===== src/logic/trigger_flow_params.svh =====
`ifndef TRIGGER_FLOW_PARAMS_SVH
`define TRIGGER_FLOW_PARAMS_SVH

// APB register offsets (byte addresses)
`define TF_REG_CTRL      12'h000
`define TF_REG_LEVELS    12'h004
`define TF_REG_ENABLE    12'h008
`define TF_REG_STATUS    12'h00c
`define TF_REG_LVLCFG0   12'h040
`define TF_REG_LVLSTEP   12'h004

// Control register fields
`define TF_CTRL_MODE     0
`define TF_CTRL_SEGM     1
`define TF_CTRL_EXTEN    2
`define TF_CTRL_ARM      3

// Level configuration fields
`define TF_LVL_MASK_LSB  0
`define TF_LVL_VAL_LSB   8
`define TF_LVL_TYPE_LSB  16
`define TF_LVL_OP_LSB    18

// Sizes and counts
`define TF_MAX_LEVELS    10
`define TF_SKIP_COUNT    2'h3
`define TF_PROBE_W       8
`define TF_FIFO_DEPTH    4

// Reset values
`define TF_CTRL_RST      4'h0
`define TF_LEVELS_RST    4'h1
`define TF_ENABLE_RST    10'h3ff

`endif


===== src/logic/trigger_flow_pkg.sv =====
package trigger_flow_pkg;

    typedef enum logic [1:0] {
        CondBasic,
        CondCompare,
        CondAdvanced
    } cond_type_e;

    typedef enum logic [1:0] {
        FirstFlowState,
        SecondFlowState,
        FlowDone
    } flow_state_e;

    typedef struct packed {
        logic [1:0] op;
        logic [1:0] kind;
        logic [7:0] value;
        logic [7:0] mask;
    } level_cfg_s;

    typedef struct packed {
        logic       trigger;
        logic       storeEn;
        logic [7:0] sample;
    } capture_s;

endpackage : trigger_flow_pkg


===== src/logic/sample_fifo.sv =====
`timescale 1ns/1ns
`default_nettype none

module sample_fifo #(
    parameter int WIDTH = 10,
    parameter int DEPTH = 4
) (
    // Clock and reset
    input  wire logic             sys_clk,
    input  wire logic             srst,
    // Fill side
    input  wire logic             inValid,
    output logic                  inReady,
    input  wire logic [WIDTH-1:0] inData,
    // Drain side
    output logic                  outValid,
    input  wire logic             outReady,
    output logic [WIDTH-1:0]      outData
);

    localparam int AW = $clog2(DEPTH);

    typedef struct packed {
        logic [AW-1:0] wrPtr;
        logic [AW-1:0] rdPtr;
        logic [AW:0]   count;
    } fifo_state_s;

    fifo_state_s     s_q;
    fifo_state_s     s_d;
    logic [WIDTH-1:0] mem [DEPTH];
    logic            push;
    logic            pop;

    assign inReady  = (s_q.count != (AW+1)'(DEPTH));
    assign outValid = (s_q.count != '0);
    assign outData  = mem[s_q.rdPtr];
    assign push     = inValid & inReady;
    assign pop      = outValid & outReady;

    always_comb
    begin
        s_d = s_q;
        if (push)
        begin
            s_d.wrPtr = (s_q.wrPtr == AW'(DEPTH - 1)) ? '0 : s_q.wrPtr + 1'b1;
        end
        if (pop)
        begin
            s_d.rdPtr = (s_q.rdPtr == AW'(DEPTH - 1)) ? '0 : s_q.rdPtr + 1'b1;
        end
        case ({push, pop})
            2'b10:   s_d.count = s_q.count + 1'b1;
            2'b01:   s_d.count = s_q.count - 1'b1;
            default: s_d.count = s_q.count;
        endcase
    end

    always_ff @(posedge sys_clk)
    begin
        if (srst)
        begin
            s_q <= '0;
        end
        else
        begin
            s_q <= s_d;
        end
        if (push)
        begin
            mem[s_q.wrPtr] <= inData;
        end
    end

endmodule : sample_fifo

`default_nettype wire


===== src/logic/trigger_flow_sequencer.sv =====
// Behaviour
// - Two flow modes: sequential cascade by default, or state-based flow.
// - Sequential mode checks levels in order, up to ten levels.
// - Final trigger fires when last level hits after all earlier ones.
// - Segmented buffer: later segments start on the last level alone.
// - External trigger acts as level zero, required before any level; the state-based flow here ignores it.
// - Both flows work with segmented and non-segmented buffers.
// - Each level has an enable; disabled levels are skipped.
// - Each level is basic, compare or advanced; types may be mixed.
// - State-based mode runs a state machine choosing states and actions.
// - Skip flow: store, stop on condition one, count to three, trigger.
// - Capture only completes once storage is enabled after the trigger.
//
// Implementation choices: the APB slave port and the placing of the registers.
`timescale 1ns/1ns
`default_nettype none
`include "trigger_flow_params.svh"

module trigger_flow_sequencer (
    // Clock and restart reset
    input  wire logic        sys_clk,
    input  wire logic        srst,
    // APB slave
    input  wire logic        psel,
    input  wire logic        penable,
    input  wire logic        pwrite,
    input  wire logic [11:0] paddr,
    input  wire logic [31:0] pwdata,
    output logic [31:0]      prdata,
    output logic             pready,
    output logic             pslverr,
    // Probed design signals and external trigger pin
    input  wire logic [7:0]  probeData,
    input  wire logic        extTrigIn,
    // Capture buffer side
    output logic             capValid,
    input  wire logic        capReady,
    output logic [7:0]       capSample,
    output logic             capStoreEn,
    output logic             capTrigger,
    output logic             segmentStart
);

    // ************************************************************
    // State
    // ************************************************************
    typedef struct packed {
        logic [31:0]                      prdata;
        logic                             pready;
        logic                             pslverr;
        logic [3:0]                       ctrl;
        logic [3:0]                       levels;
        logic [9:0]                       enable;
        trigger_flow_pkg::level_cfg_s [9:0] cfg;
        logic [3:0]                       levelPtr;
        logic                             extSeen;
        logic                             firstDone;
        logic                             triggered;
        trigger_flow_pkg::flow_state_e    flowState;
        logic [1:0]                       skipCycleCounter;
        logic                             storeOn;
        logic [2:0]                       extSync;
        logic                             extLevel;
        logic [7:0]                       prevProbe;
        logic                             segPulse;
        logic                             capValid;
        logic                             capStoreEn;
        logic                             capTrigger;
        logic [7:0]                       capSample;
        logic                             trigOut;
    } seq_state_s;
    seq_state_s s_q;
    seq_state_s s_d;
    logic                       fifoOutValid;
    trigger_flow_pkg::capture_s fifoIn;
    trigger_flow_pkg::capture_s fifoOut;

    // ************************************************************
    // Condition evaluation
    // ************************************************************
    // Basic is masked equality; compare and advanced follow the op field
    function automatic logic condHit(
        input trigger_flow_pkg::level_cfg_s c,
        input logic [7:0]                   d,
        input logic [7:0]                   prev
    );
        logic [7:0] md;
        md = d & c.mask;
        condHit = 1'b0;
        case (c.kind)
            trigger_flow_pkg::CondBasic: condHit = (md == (c.value & c.mask));
            trigger_flow_pkg::CondCompare:
                case (c.op)
                    2'h0:    condHit = (md == c.value);
                    2'h1:    condHit = (md > c.value);
                    2'h2:    condHit = (md < c.value);
                    default: condHit = (md != c.value);
                endcase
            trigger_flow_pkg::CondAdvanced:
                case (c.op)
                    2'h0:    condHit = (md == c.mask) && (c.mask != 8'h00);
                    2'h1:    condHit = (md != 8'h00);
                    2'h2:    condHit = ^md;
                    default: condHit = ((d ^ prev) & c.mask) != 8'h00;
                endcase
            default: condHit = 1'b0;
        endcase
    endfunction : condHit

    // Index of the last enabled level below the configured count
    function automatic logic [3:0] lastLevel(
        input logic [3:0] n,
        input logic [9:0] en
    );
        lastLevel = 4'hf;
        for (int i = 0; i < `TF_MAX_LEVELS; i++)
            if ((4'(i) < n) && en[i])
                lastLevel = 4'(i);
    endfunction : lastLevel

    logic [3:0] lastIdx;
    logic       lvlHit;
    logic       lastHit;
    logic [3:0] widx;
    logic       apbAcc;
    logic       cfgOk;

    always_comb
    begin
        lastIdx = lastLevel(s_q.levels, s_q.enable);
        lvlHit  = (s_q.levelPtr < 4'(`TF_MAX_LEVELS))
                  ? condHit(s_q.cfg[s_q.levelPtr], probeData, s_q.prevProbe)
                  : 1'b0;
        lastHit = (lastIdx < 4'(`TF_MAX_LEVELS))
                  ? condHit(s_q.cfg[lastIdx], probeData, s_q.prevProbe)
                  : 1'b0;
        widx    = 4'((paddr - `TF_REG_LVLCFG0) >> 2);
        apbAcc  = psel & penable & ~s_q.pready;
        cfgOk   = (paddr >= `TF_REG_LVLCFG0) && (paddr[1:0] == 2'b00)
                  && (paddr < `TF_REG_LVLCFG0 + 12'(4 * `TF_MAX_LEVELS));
    end

    // ************************************************************
    // Next state
    // ************************************************************
    always_comb
    begin
        s_d            = s_q;
        s_d.pready     = 1'b0;
        s_d.pslverr    = 1'b0;
        s_d.segPulse   = 1'b0;
        s_d.trigOut    = 1'b0;
        s_d.prevProbe  = probeData;
        s_d.extSync    = {s_q.extSync[1:0], extTrigIn};
        if (s_q.extSync[2] == s_q.extSync[1])
            s_d.extLevel = s_q.extSync[1];

        // APB: one wait state, answer in the second access cycle after setup
        if (apbAcc)
        begin
            s_d.pready = 1'b1;
            s_d.prdata = 32'h0000_0000;
            if (pwrite)
            begin
                case (paddr)
                    `TF_REG_CTRL:   s_d.ctrl   = pwdata[3:0];
                    `TF_REG_LEVELS: s_d.levels =
                        (pwdata[3:0] > 4'(`TF_MAX_LEVELS))
                        ? 4'(`TF_MAX_LEVELS) : pwdata[3:0];
                    `TF_REG_ENABLE: s_d.enable = pwdata[9:0];
                    `TF_REG_STATUS: s_d.pslverr = 1'b1;
                    default:
                        if (cfgOk)
                            s_d.cfg[widx] = pwdata[19:0];
                        else
                            s_d.pslverr = 1'b1;
                endcase
            end
            else
            begin
                case (paddr)
                    `TF_REG_CTRL:   s_d.prdata = {28'h0, s_q.ctrl};
                    `TF_REG_LEVELS: s_d.prdata = {28'h0, s_q.levels};
                    `TF_REG_ENABLE: s_d.prdata = {22'h0, s_q.enable};
                    `TF_REG_STATUS: s_d.prdata = {20'h0, 2'(s_q.flowState),
                        s_q.skipCycleCounter, s_q.levelPtr, s_q.storeOn,
                        s_q.triggered, s_q.firstDone, s_q.extSeen};
                    default:
                        if (cfgOk)
                            s_d.prdata = {12'h0, s_q.cfg[widx]};
                        else
                            s_d.pslverr = 1'b1;
                endcase
            end
        end

        // Flow engines run only while armed; disarming parks them
        if (!s_q.ctrl[`TF_CTRL_ARM])
        begin
            s_d.levelPtr         = 4'h0;
            s_d.extSeen          = 1'b0;
            s_d.firstDone        = 1'b0;
            s_d.triggered        = 1'b0;
            s_d.flowState        = trigger_flow_pkg::FirstFlowState;
            s_d.skipCycleCounter = 2'h0;
            s_d.storeOn          = 1'b1;
        end
        else if (!s_q.ctrl[`TF_CTRL_MODE])
        begin
            s_d.storeOn = 1'b1;
            if (s_q.ctrl[`TF_CTRL_EXTEN] && !s_q.extSeen)
                s_d.extSeen = s_q.extLevel;
            else if (s_q.firstDone && s_q.ctrl[`TF_CTRL_SEGM])
            begin
                if (lastHit)
                begin
                    s_d.trigOut  = 1'b1;
                    s_d.segPulse = 1'b1;
                end
            end
            else if (!s_q.triggered && lastIdx != 4'hf)
            begin
                if (!s_q.enable[s_q.levelPtr]
                    || s_q.levelPtr >= s_q.levels)
                    s_d.levelPtr = s_q.levelPtr + 4'h1;
                else if (lvlHit)
                begin
                    if (s_q.levelPtr == lastIdx)
                    begin
                        s_d.trigOut   = 1'b1;
                        s_d.segPulse  = s_q.ctrl[`TF_CTRL_SEGM];
                        s_d.firstDone = 1'b1;
                        s_d.triggered = ~s_q.ctrl[`TF_CTRL_SEGM];
                    end
                    else
                        s_d.levelPtr = s_q.levelPtr + 4'h1;
                end
            end
        end
        else
        begin
            // Condition one is level 0 of the configuration table
            case (s_q.flowState)
                trigger_flow_pkg::FirstFlowState:
                begin
                    s_d.storeOn = 1'b1;
                    if (condHit(s_q.cfg[0], probeData, s_q.prevProbe)
                        && s_q.enable[0])
                    begin
                        s_d.storeOn   = 1'b0;
                        s_d.flowState = trigger_flow_pkg::SecondFlowState;
                    end
                end
                trigger_flow_pkg::SecondFlowState:
                begin
                    if (s_q.skipCycleCounter < `TF_SKIP_COUNT)
                        s_d.skipCycleCounter = s_q.skipCycleCounter + 2'h1;
                    else
                    begin
                        s_d.storeOn  = 1'b1;
                        s_d.trigOut  = 1'b1;
                        s_d.segPulse = s_q.ctrl[`TF_CTRL_SEGM];
                        s_d.skipCycleCounter = 2'h0;
                        s_d.flowState = s_q.ctrl[`TF_CTRL_SEGM]
                            ? trigger_flow_pkg::FirstFlowState
                            : trigger_flow_pkg::FlowDone;
                    end
                end
                trigger_flow_pkg::FlowDone: s_d.storeOn = 1'b1;
                default: s_d.flowState = trigger_flow_pkg::FirstFlowState;
            endcase
        end

        // Output word is replaced only once the buffer has taken it
        if (capReady || !s_q.capValid)
        begin
            s_d.capValid   = fifoOutValid;
            s_d.capSample  = fifoOut.sample;
            s_d.capStoreEn = fifoOut.storeEn & fifoOutValid;
            s_d.capTrigger = fifoOut.trigger & fifoOutValid;
        end
    end

    // ************************************************************
    // Registers
    // ************************************************************
    always_ff @(posedge sys_clk)
    begin
        if (srst)
        begin
            s_q            <= '0;
            s_q.ctrl       <= `TF_CTRL_RST;
            s_q.levels     <= `TF_LEVELS_RST;
            s_q.enable     <= `TF_ENABLE_RST;
            s_q.storeOn    <= 1'b1;
            s_q.flowState  <= trigger_flow_pkg::FirstFlowState;
        end
        else
        begin
            s_q <= s_d;
        end
    end

    // ************************************************************
    // Sample path
    // ************************************************************
    // A sample is offered every armed cycle; while the buffer stalls and the
    // FIFO is full, samples are dropped rather than stalling the probe
    assign fifoIn.sample  = s_q.prevProbe;
    assign fifoIn.storeEn = s_q.storeOn;
    assign fifoIn.trigger = s_q.trigOut;

    sample_fifo #(
        .WIDTH ($bits(trigger_flow_pkg::capture_s)),
        .DEPTH (`TF_FIFO_DEPTH)
    ) u_fifo (
        .sys_clk  (sys_clk),
        .srst     (srst),
        .inValid  (s_q.ctrl[`TF_CTRL_ARM]),
        .inReady  (),
        .inData   (fifoIn),
        .outValid (fifoOutValid),
        .outReady (capReady | ~s_q.capValid),
        .outData  (fifoOut)
    );

    assign prdata       = s_q.prdata;
    assign pready       = s_q.pready;
    assign pslverr      = s_q.pslverr;
    assign capValid     = s_q.capValid;
    assign capSample    = s_q.capSample;
    assign capStoreEn   = s_q.capStoreEn;
    assign capTrigger   = s_q.capTrigger;
    assign segmentStart = s_q.segPulse;

endmodule : trigger_flow_sequencer

`default_nettype wire


===== config.mk =====
export PLATFORM = sky130hd
export DESIGN_NAME = trigger_flow_sequencer
export DESIGN_NICKNAME = d
export VERILOG_FILES = /design/src/logic/trigger_flow_pkg.sv /design/src/logic/sample_fifo.sv /design/src/logic/trigger_flow_sequencer.sv
export VERILOG_INCLUDE_DIRS = /design/src /design/src/logic
export SDC_FILE = /design/constraint.sdc
export NUM_CORES = 1
export LEC_CHECK = 0
export BUFFER_PORTS_ARGS = -buffer_cell sky130_fd_sc_hd__buf_2
export CAP_MARGIN = 15
export CORE_AREA = 10 10 228 230
export CTS_CLUSTER_SIZE = 30
export DETAILED_ROUTE_END_ITERATION = 8
export DIE_AREA = 0 0 238 240
export PLACE_DENSITY_LB_ADDON = 0.05
export SKIP_LAST_GASP = 1
export SYNTH_ARGS = -nofsm -noshare
export SYNTH_HDL_FRONTEND = slang
export SYNTH_SLANG_ARGS = --single-unit

===== constraint.sdc =====
create_clock -name sys_clk -period 7.25 [get_ports sys_clk]
set_input_delay 1.45 -clock sys_clk [delete_from_list [all_inputs] [get_ports sys_clk]]
set_output_delay 1.45 -clock sys_clk [all_outputs]
set_load 0.01 [all_outputs]

== Word-level counts from Yosys, hierarchy flattened ==
Memories as Yosys holds them, arrays and structs flattened. A register that Yosys moved wholly into a read port is not among the register bits.
Cells that the tools add are included.
Operators by class
  add/subtract/negate cells: 7
  multiply operators: 0
  divide/modulo/power cells: 0
  $lt $le $gt $ge: 27
  equality and inequality tests: 40
  shifts and indexed selects: 0
  multiplexer cells: 87
  bitwise gates (word level): 28
  reductions and logical operators: 66
Operators by type and width (count)
  two-way mux 200 bit: 2
  binary-select mux 20 bit (select 4 bit): 3
  two-way mux 220 bit: 1
  two-way mux 218 bit: 1
  bitwise mux 200 bit: 1
  two-way mux 20 bit: 6
  demux 20 bit (select 4 bit): 1
  case mux 20 bit (4 select lines): 1
  AND 8 bit: 9
  == test 8 bit: 9
  nonzero test 8 bit: 9
  two-way mux 4 bit: 16
  two-way mux 1 bit: 32
  case mux 1 bit (3 select lines): 10
  == test 12 x 4 -> 1 bit, second input constant: 2
  > comparator 8 bit: 3
  < comparator 8 bit: 3
  != test 8 bit: 3
  XOR reduction 8 bit: 3
  == test 2 bit, second input constant: 10
  logical AND 1 bit: 20
  == test 2 x 1 -> 1 bit, second input constant: 8
  logical NOT 2 bit: 8
  < comparator 3 x 4 -> 1 bit, first input constant: 4
  other kinds (45): 90
Storage, ports and cells
  bits in registers: 284
  bits in latches: 0
  RAM bits: 40
  bits in read-only memories: 0
  logic and storage cells: 321
  memories: 1
Memory list
  u_fifo.mem: words 4, width 10, rd ports 1, clocked after Yosys merged registers in 1, write ports 1, line sample_fifo.sv:31  | logic [WIDTH-1:0] mem [DEPTH];

== Longest topological paths before layout ==
  depth after elaboration: 24
  gate-level depth with buffers: 27
  mapped depth without buffers: 22

== Modules after synthesis ==
Synthesis repeated with hierarchy kept, for this count alone.
Unflattened totals
  cells, all modules: 2316
  area, all modules: 19681.4 µm²
By module, submodules not included
  trigger_flow_sequencer: instances 1, cells each 2212, area each 17749.5 µm², seq. area each 5545.3 µm²
  sample_fifo: instances 1, cells each 104, area each 1931.9 µm², seq. area each 1381.3 µm²

== Worst setup path before layout ==
No wires, ideal clock.
  kind: reg-to-reg
  start point: reg s_q[245] (netlist bit)
  end point: reg s_q (netlist bit segmentStart)
  arrival: 4258 ps
  setup slack: 2870 ps
  stages on the path, launching flop included: 27
  cells stage by stage: dfxtp_1 > buf_2 > o22a_1 > o21ai_4 > nand3_2 > nand2_1 > buf_2 > buf_2 > buf_2 > nand2_1 > a31oi_1 > o221ai_1 > o21ai_0 > inv_1 > ha_1 > nor2b_1 > o21a_1 > o21ai_0 > nand2b_1 > a21oi_1 > nor2b_1 > o21a_1 > o21a_1 > o21ai_0 > o311ai_0 > a31o_2 > o311a_1
On the way
  longest elaborated chain between the ends: 15
  elaborated cells on any way between the ends: 45
Ends and longest elaborated chain
  start: declaration: line trigger_flow_sequencer.sv:72  | seq_state_s s_q;
  branches (longest 12 deep; another with < comparator 8 bit)
  two-way mux 1 bit (*): line trigger_flow_sequencer.sv:213  | else if (s_q.firstDone && s_q.ctrl[`TF_CTRL_SEGM])
  two-way mux 1 bit (*): line trigger_flow_sequencer.sv:211  | if (s_q.ctrl[`TF_CTRL_EXTEN] && !s_q.extSeen)
  two-way mux 1 bit (*): line trigger_flow_sequencer.sv:208  | else if (!s_q.ctrl[`TF_CTRL_MODE])
Every way passes the cells marked *. The select of a mux whose other input is x is not followed.
A chain may end at the register's enable or synchronous reset.

== Final worst setup path ==
  start point: reg s_q[250] (netlist bit)
  end point: reg s_q (netlist bit segmentStart)
On the way
  longest elaborated chain between the ends: 24
  elaborated cells on any way between the ends: 70
Ends and longest elaborated chain (line)
  branches (longest 21 deep; another with < comparator 1 x 4 -> 1 bit)
  two-way mux 1 bit (*): trigger_flow_sequencer.sv:213
  two-way mux 1 bit (*): trigger_flow_sequencer.sv:211
  two-way mux 1 bit (*): trigger_flow_sequencer.sv:208
Marked as above.

==> metrics.json <==
{
  "timing.reg2reg.setup_slack": {"value": 1160, "unit": "ps"},
  "timing.setup.critical_path_class": {"value": "flop to flop"},
  "routed_wl": {"value": 85100, "unit": "um"},
  "crit_fanout": {"value": 23},
  "place.port_buffers": {"value": 80},
  "cap_violations": {"value": 0},
  "grt_antenna_before_repair": {"value": 2},
  "wire_length_of_the_first_global_routing_pass": {"value": 124000, "unit": "um"},
  "netSwitchingFraction": {"value": 23.7, "unit": "%"},
  "synth_async_sr_flop_share": {"value": 0, "unit": "%"},
  "cts_max_level": {"value": 2},
  "first_global_vias": {"value": 17906},
  "critPathLaunchType": {"value": "flop"},
  "dr.pass1.iters": {"value": 6},
  "slew_headroom": {"value": 26.4, "unit": "%"},
  "fin_worst_skew": {"value": 10.7, "unit": "ps"},
  "finalHoldWorstSlack": {"value": 446, "unit": "ps"},
  "cts_made_buffers": {"value": 41},
  "final_nets": {"value": 2486},
  "synth_sequential_area_ratio": {"value": 34.5, "unit": "%"},
  "max_slew.worst_pin.slew": {"value": 1100, "unit": "ps"},
  "clockPowerShare": {"value": 52.1, "unit": "%"},
  "drc_errors": {"value": 0},
  "row_count": {"value": 80},
  "dr_total_vias": {"value": 19069},
  "seqPwrFrac": {"value": 43.5, "unit": "%"},
  "syn-instance-count": {"value": 2414},
  "timing.reg2reg.worst_path_depth": {"value": 24},
  "multi_input_area": {"value": 11900, "unit": "um2"},
  "total_negative_slack_for_setup_checks": {"value": 0, "unit": "ps"},
  "tritoncts": {"value": "yes"},
  "gp_congestion": {"value": 0.971},
  "clock_tree.root_cell": {"value": "sky130_fd_sc_hd__clkbuf_16"},
  "count_of_flip_flops_with_a_built_in_enable_after_synthesis": {"value": 40},
  "critical_path.startpoint": {"value": "s_q[250]$_SDFFE_PP0P_"},
  "die_height": {"value": 240, "unit": "um"},
  "worstSetupEndpointType": {"value": "flop"},
  "cts_hold_repair.buffers": {"value": 0},
  "pwr-share-comb": {"value": 4.3, "unit": "%"},
  "timing.critical_path.to": {"value": "segmentStart$_SDFF_PP0_"},
  "clock_pin_slew_reported_for_the_worst_setup_and_hold_paths_after_clock_tree_synthesis": {"value": 60, "unit": "ps"},
  "synth-warning-count": {"value": 0},
  "post_detailed_placement_half_perimeter_wirelength": {"value": 57700, "unit": "um"},
  "leakage": {"value": 7.96, "unit": "nW"},
  "seq_area": {"value": 6930, "unit": "um2"},
  "floorplan.die_area": {"value": 57100, "unit": "um2"},
  "drive_gt1_share": {"value": 16.0, "unit": "%"},
  "post_cts_resize_count": {"value": 0},
  "finalWorstPathRequiredPeriod": {"value": 6090, "unit": "ps"},
  "start_util": {"value": 42.4, "unit": "%"},
  "via_per_inst": {"value": 6.31},
  "filler_cells": {"value": 4686},
  "psw": {"value": 997, "unit": "uW"},
  "grt_use_total": {"value": 29.1, "unit": "%"},
  "final-max-slew-violation-count": {"value": 0},
  "hp-class": {"value": "flop to flop"},
  "drt_iter0_markers": {"value": 2318},
  "postSynthRegisterBits": {"value": 326},
  "floorplan.core_area": {"value": 47300, "unit": "um2"},
  "chipWidth": {"value": 238, "unit": "um"},
  "synth_cell_types": {"value": 95},
  "cp.arrival": {"value": 6550, "unit": "ps"},
  "ctsLongestPathBuffers": {"value": 3},
  "clock_latency_late_sink": {"value": 570, "unit": "ps"},
  "grt_max_degree": {"value": 96},
  "globalRoute.totalOverflow": {"value": 0},
  "grt_setup_unrepaired": {"value": "no"},
  "syn_std_cell_area": {"value": 20100, "unit": "um2"},
  "fin_util": {"value": 47.1, "unit": "%"},
  "power.density": {"value": 189, "unit": "nW/um2"},
  "synth_ff_type": {"value": "sky130_fd_sc_hd__dfxtp_1"},
  "hp-start": {"value": "capSample[1]$_SDFFE_PP0N_"},
  "p_int": {"value": 3.22, "unit": "mW"},
  "rr_startpoint": {"value": "s_q[250]$_SDFFE_PP0P_"},
  "run_status": {"value": "completed"},
  "area_delta_synth_final": {"value": 10.9, "unit": "%"},
  "fin_crit_sh": {"value": 84.0, "unit": "%"},
  "detail_route.wl_per_cell": {"value": 28.2, "unit": "um"},
  "cts_setup_buffers": {"value": 0},
  "hold_viol_final": {"value": 0},
  "crit-reg2reg-capture": {"value": "segmentStart$_SDFF_PP0_"},
  "final_cell_mix": {"value": "sky130_fd_sc_hd__nand2_1, sky130_fd_sc_hd__dfxtp_1, sky130_fd_sc_hd__a21oi_1, sky130_fd_sc_hd__nor2_1, sky130_fd_sc_hd__mux4_2"},
  "layout.cells.most_common": {"value": "sky130_fd_sc_hd__nand2_1"},
  "setup-violations-final": {"value": 0},
  "fmaxAchievable": {"value": 0.164, "unit": "GHz"},
  "required": {"value": 7710, "unit": "ps"},
  "antenna_violating_nets_post_route": {"value": 0},
  "ios": {"value": 105},
  "ir_drop": {"value": 0.000136, "unit": "V"},
  "tritoncts_num_sinks": {"value": 326},
  "average_size_of_a_mapped_cell": {"value": 8.32, "unit": "um2"}
}
## per-layer routing
layer	wire [um]	global-route usage [%]	vias to the layer above
met3	8040	5.90	243
li1	-	-	8491
met4	5040	16.3	2
met1	34000	37.2	9330
met2	38100	45.5	1003
met5	7	0	-
## per-stage QoR
step	cells	worst slack [ps]	total power, mW	cell area (um2)
after floorplan	2425	2870	1.99	20100
after global placement	2945	1290	2.05	20800
after detailed placement	2945	1250	2.05	20800
after CTS	3021	1240	4.24	22300
after global routing	3022	945	4.32	22300
final	3023	1160	4.21	22300
## Yosys cell counts, types with 24 or more instances
library cell                 n  area [um2]
sky130_fd_sc_hd__a211oi_1   43         323
sky130_fd_sc_hd__a21oi_1   264        1320
sky130_fd_sc_hd__a22oi_1    46         345
sky130_fd_sc_hd__and3_1     41         257
sky130_fd_sc_hd__buf_2      30         150
sky130_fd_sc_hd__buf_4      43         323
sky130_fd_sc_hd__clkbuf_1  150         563
sky130_fd_sc_hd__dfxtp_1   286        5730
sky130_fd_sc_hd__edfxtp_1   40        1200
sky130_fd_sc_hd__ha_1       52         651
sky130_fd_sc_hd__inv_1      72         270
sky130_fd_sc_hd__mux2_2     24         270
sky130_fd_sc_hd__mux2i_1    41         410
sky130_fd_sc_hd__mux4_2     97        2180
sky130_fd_sc_hd__nand2_1   571        2140
sky130_fd_sc_hd__nand3_1    41         205
sky130_fd_sc_hd__nor2_1    118         443
sky130_fd_sc_hd__nor2b_1    28         175
sky130_fd_sc_hd__nor3_1     24         120
sky130_fd_sc_hd__o21ai_0    58         290
sky130_fd_sc_hd__o22ai_1    27         169
sky130_fd_sc_hd__xnor2_1    32         280
## logic make-up (layout without fill, tap and decap cells)
| group | count (synthesis) | count (layout) | synth area share [%] |
|---|---|---|---|
| fa+ha+maj | 53 | 53 | 3.34 |
| buf+inv | 318 | 300 | 7.05 |
| other cells | 1 | 13 | 0.0187 |
| compound gates | 609 | 609 | 19.6 |
| simple gates | 901 | 901 | 19.3 |
| flops | 326 | 326 | 34.5 |
| xor+xnor | 44 | 44 | 1.92 |
| mux | 162 | 162 | 14.3 |
## worst min-delay path by stage
| stage | end | cells after the start |
|---|---|---|
| after floorplan | s_d[24]$_SDFF_PP0_ | 1 |
| after global routing | capSample[3]$_SDFFE_PP0N_ | 2 |
| final | capSample[1]$_SDFFE_PP0N_ | 2 |
| after global placement | capSample[1]$_SDFFE_PP0N_ | 2 |
| after CTS | capSample[5]$_SDFFE_PP0N_ | 2 |
| after detailed placement | capSample[1]$_SDFFE_PP0N_ | 2 |
## area by class of cell
class / instances / share of cell area [%]
multi-input cells: 1781 / 53.2
flip-flops and latches: 326 / 31.1
clock buffers: 55 / 5.20
repair buffers: 150 / 4.45
well taps: 615 / 3.45
clock inverters: 21 / 1.30
inverters: 74 / 1.25
diodes: 1 / 0.0112
## worst max-delay path, cell delays in order, from the launching register on
cell	delay [ps]
sky130_fd_sc_hd__dfxtp_1	870
sky130_fd_sc_hd__o32ai_1	250
sky130_fd_sc_hd__a2bb2o_4	270
sky130_fd_sc_hd__and3_1	220
sky130_fd_sc_hd__nor2_2	750
sky130_fd_sc_hd__buf_4	350
sky130_fd_sc_hd__buf_4	220
sky130_fd_sc_hd__nand2_1	70
sky130_fd_sc_hd__a31oi_1	200
sky130_fd_sc_hd__nor2_1	70
sky130_fd_sc_hd__o31ai_2	340
sky130_fd_sc_hd__buf_4	210
sky130_fd_sc_hd__ha_1	140
sky130_fd_sc_hd__nor2b_1	40
sky130_fd_sc_hd__o21a_1	160
sky130_fd_sc_hd__o21ai_0	160
sky130_fd_sc_hd__nand2b_1	80
sky130_fd_sc_hd__a21oi_1	140
sky130_fd_sc_hd__nor2b_1	60
sky130_fd_sc_hd__o21a_1	160
sky130_fd_sc_hd__o21a_1	170
sky130_fd_sc_hd__o21ai_0	130
sky130_fd_sc_hd__o311ai_0	250
sky130_fd_sc_hd__a31o_2	370
sky130_fd_sc_hd__o311a_1	300
## power groups by stage
stage	Combinational [mW]	Sequential (mW)	Clock, mW
after floorplan	0.114	1.87	0
after global placement	0.177	1.87	0
after detailed placement	0.177	1.87	0
after CTS	0.178	1.83	2.23
after global routing	0.189	1.83	2.30
final	0.182	1.83	2.20
Power figures use the tool's default switching activity.
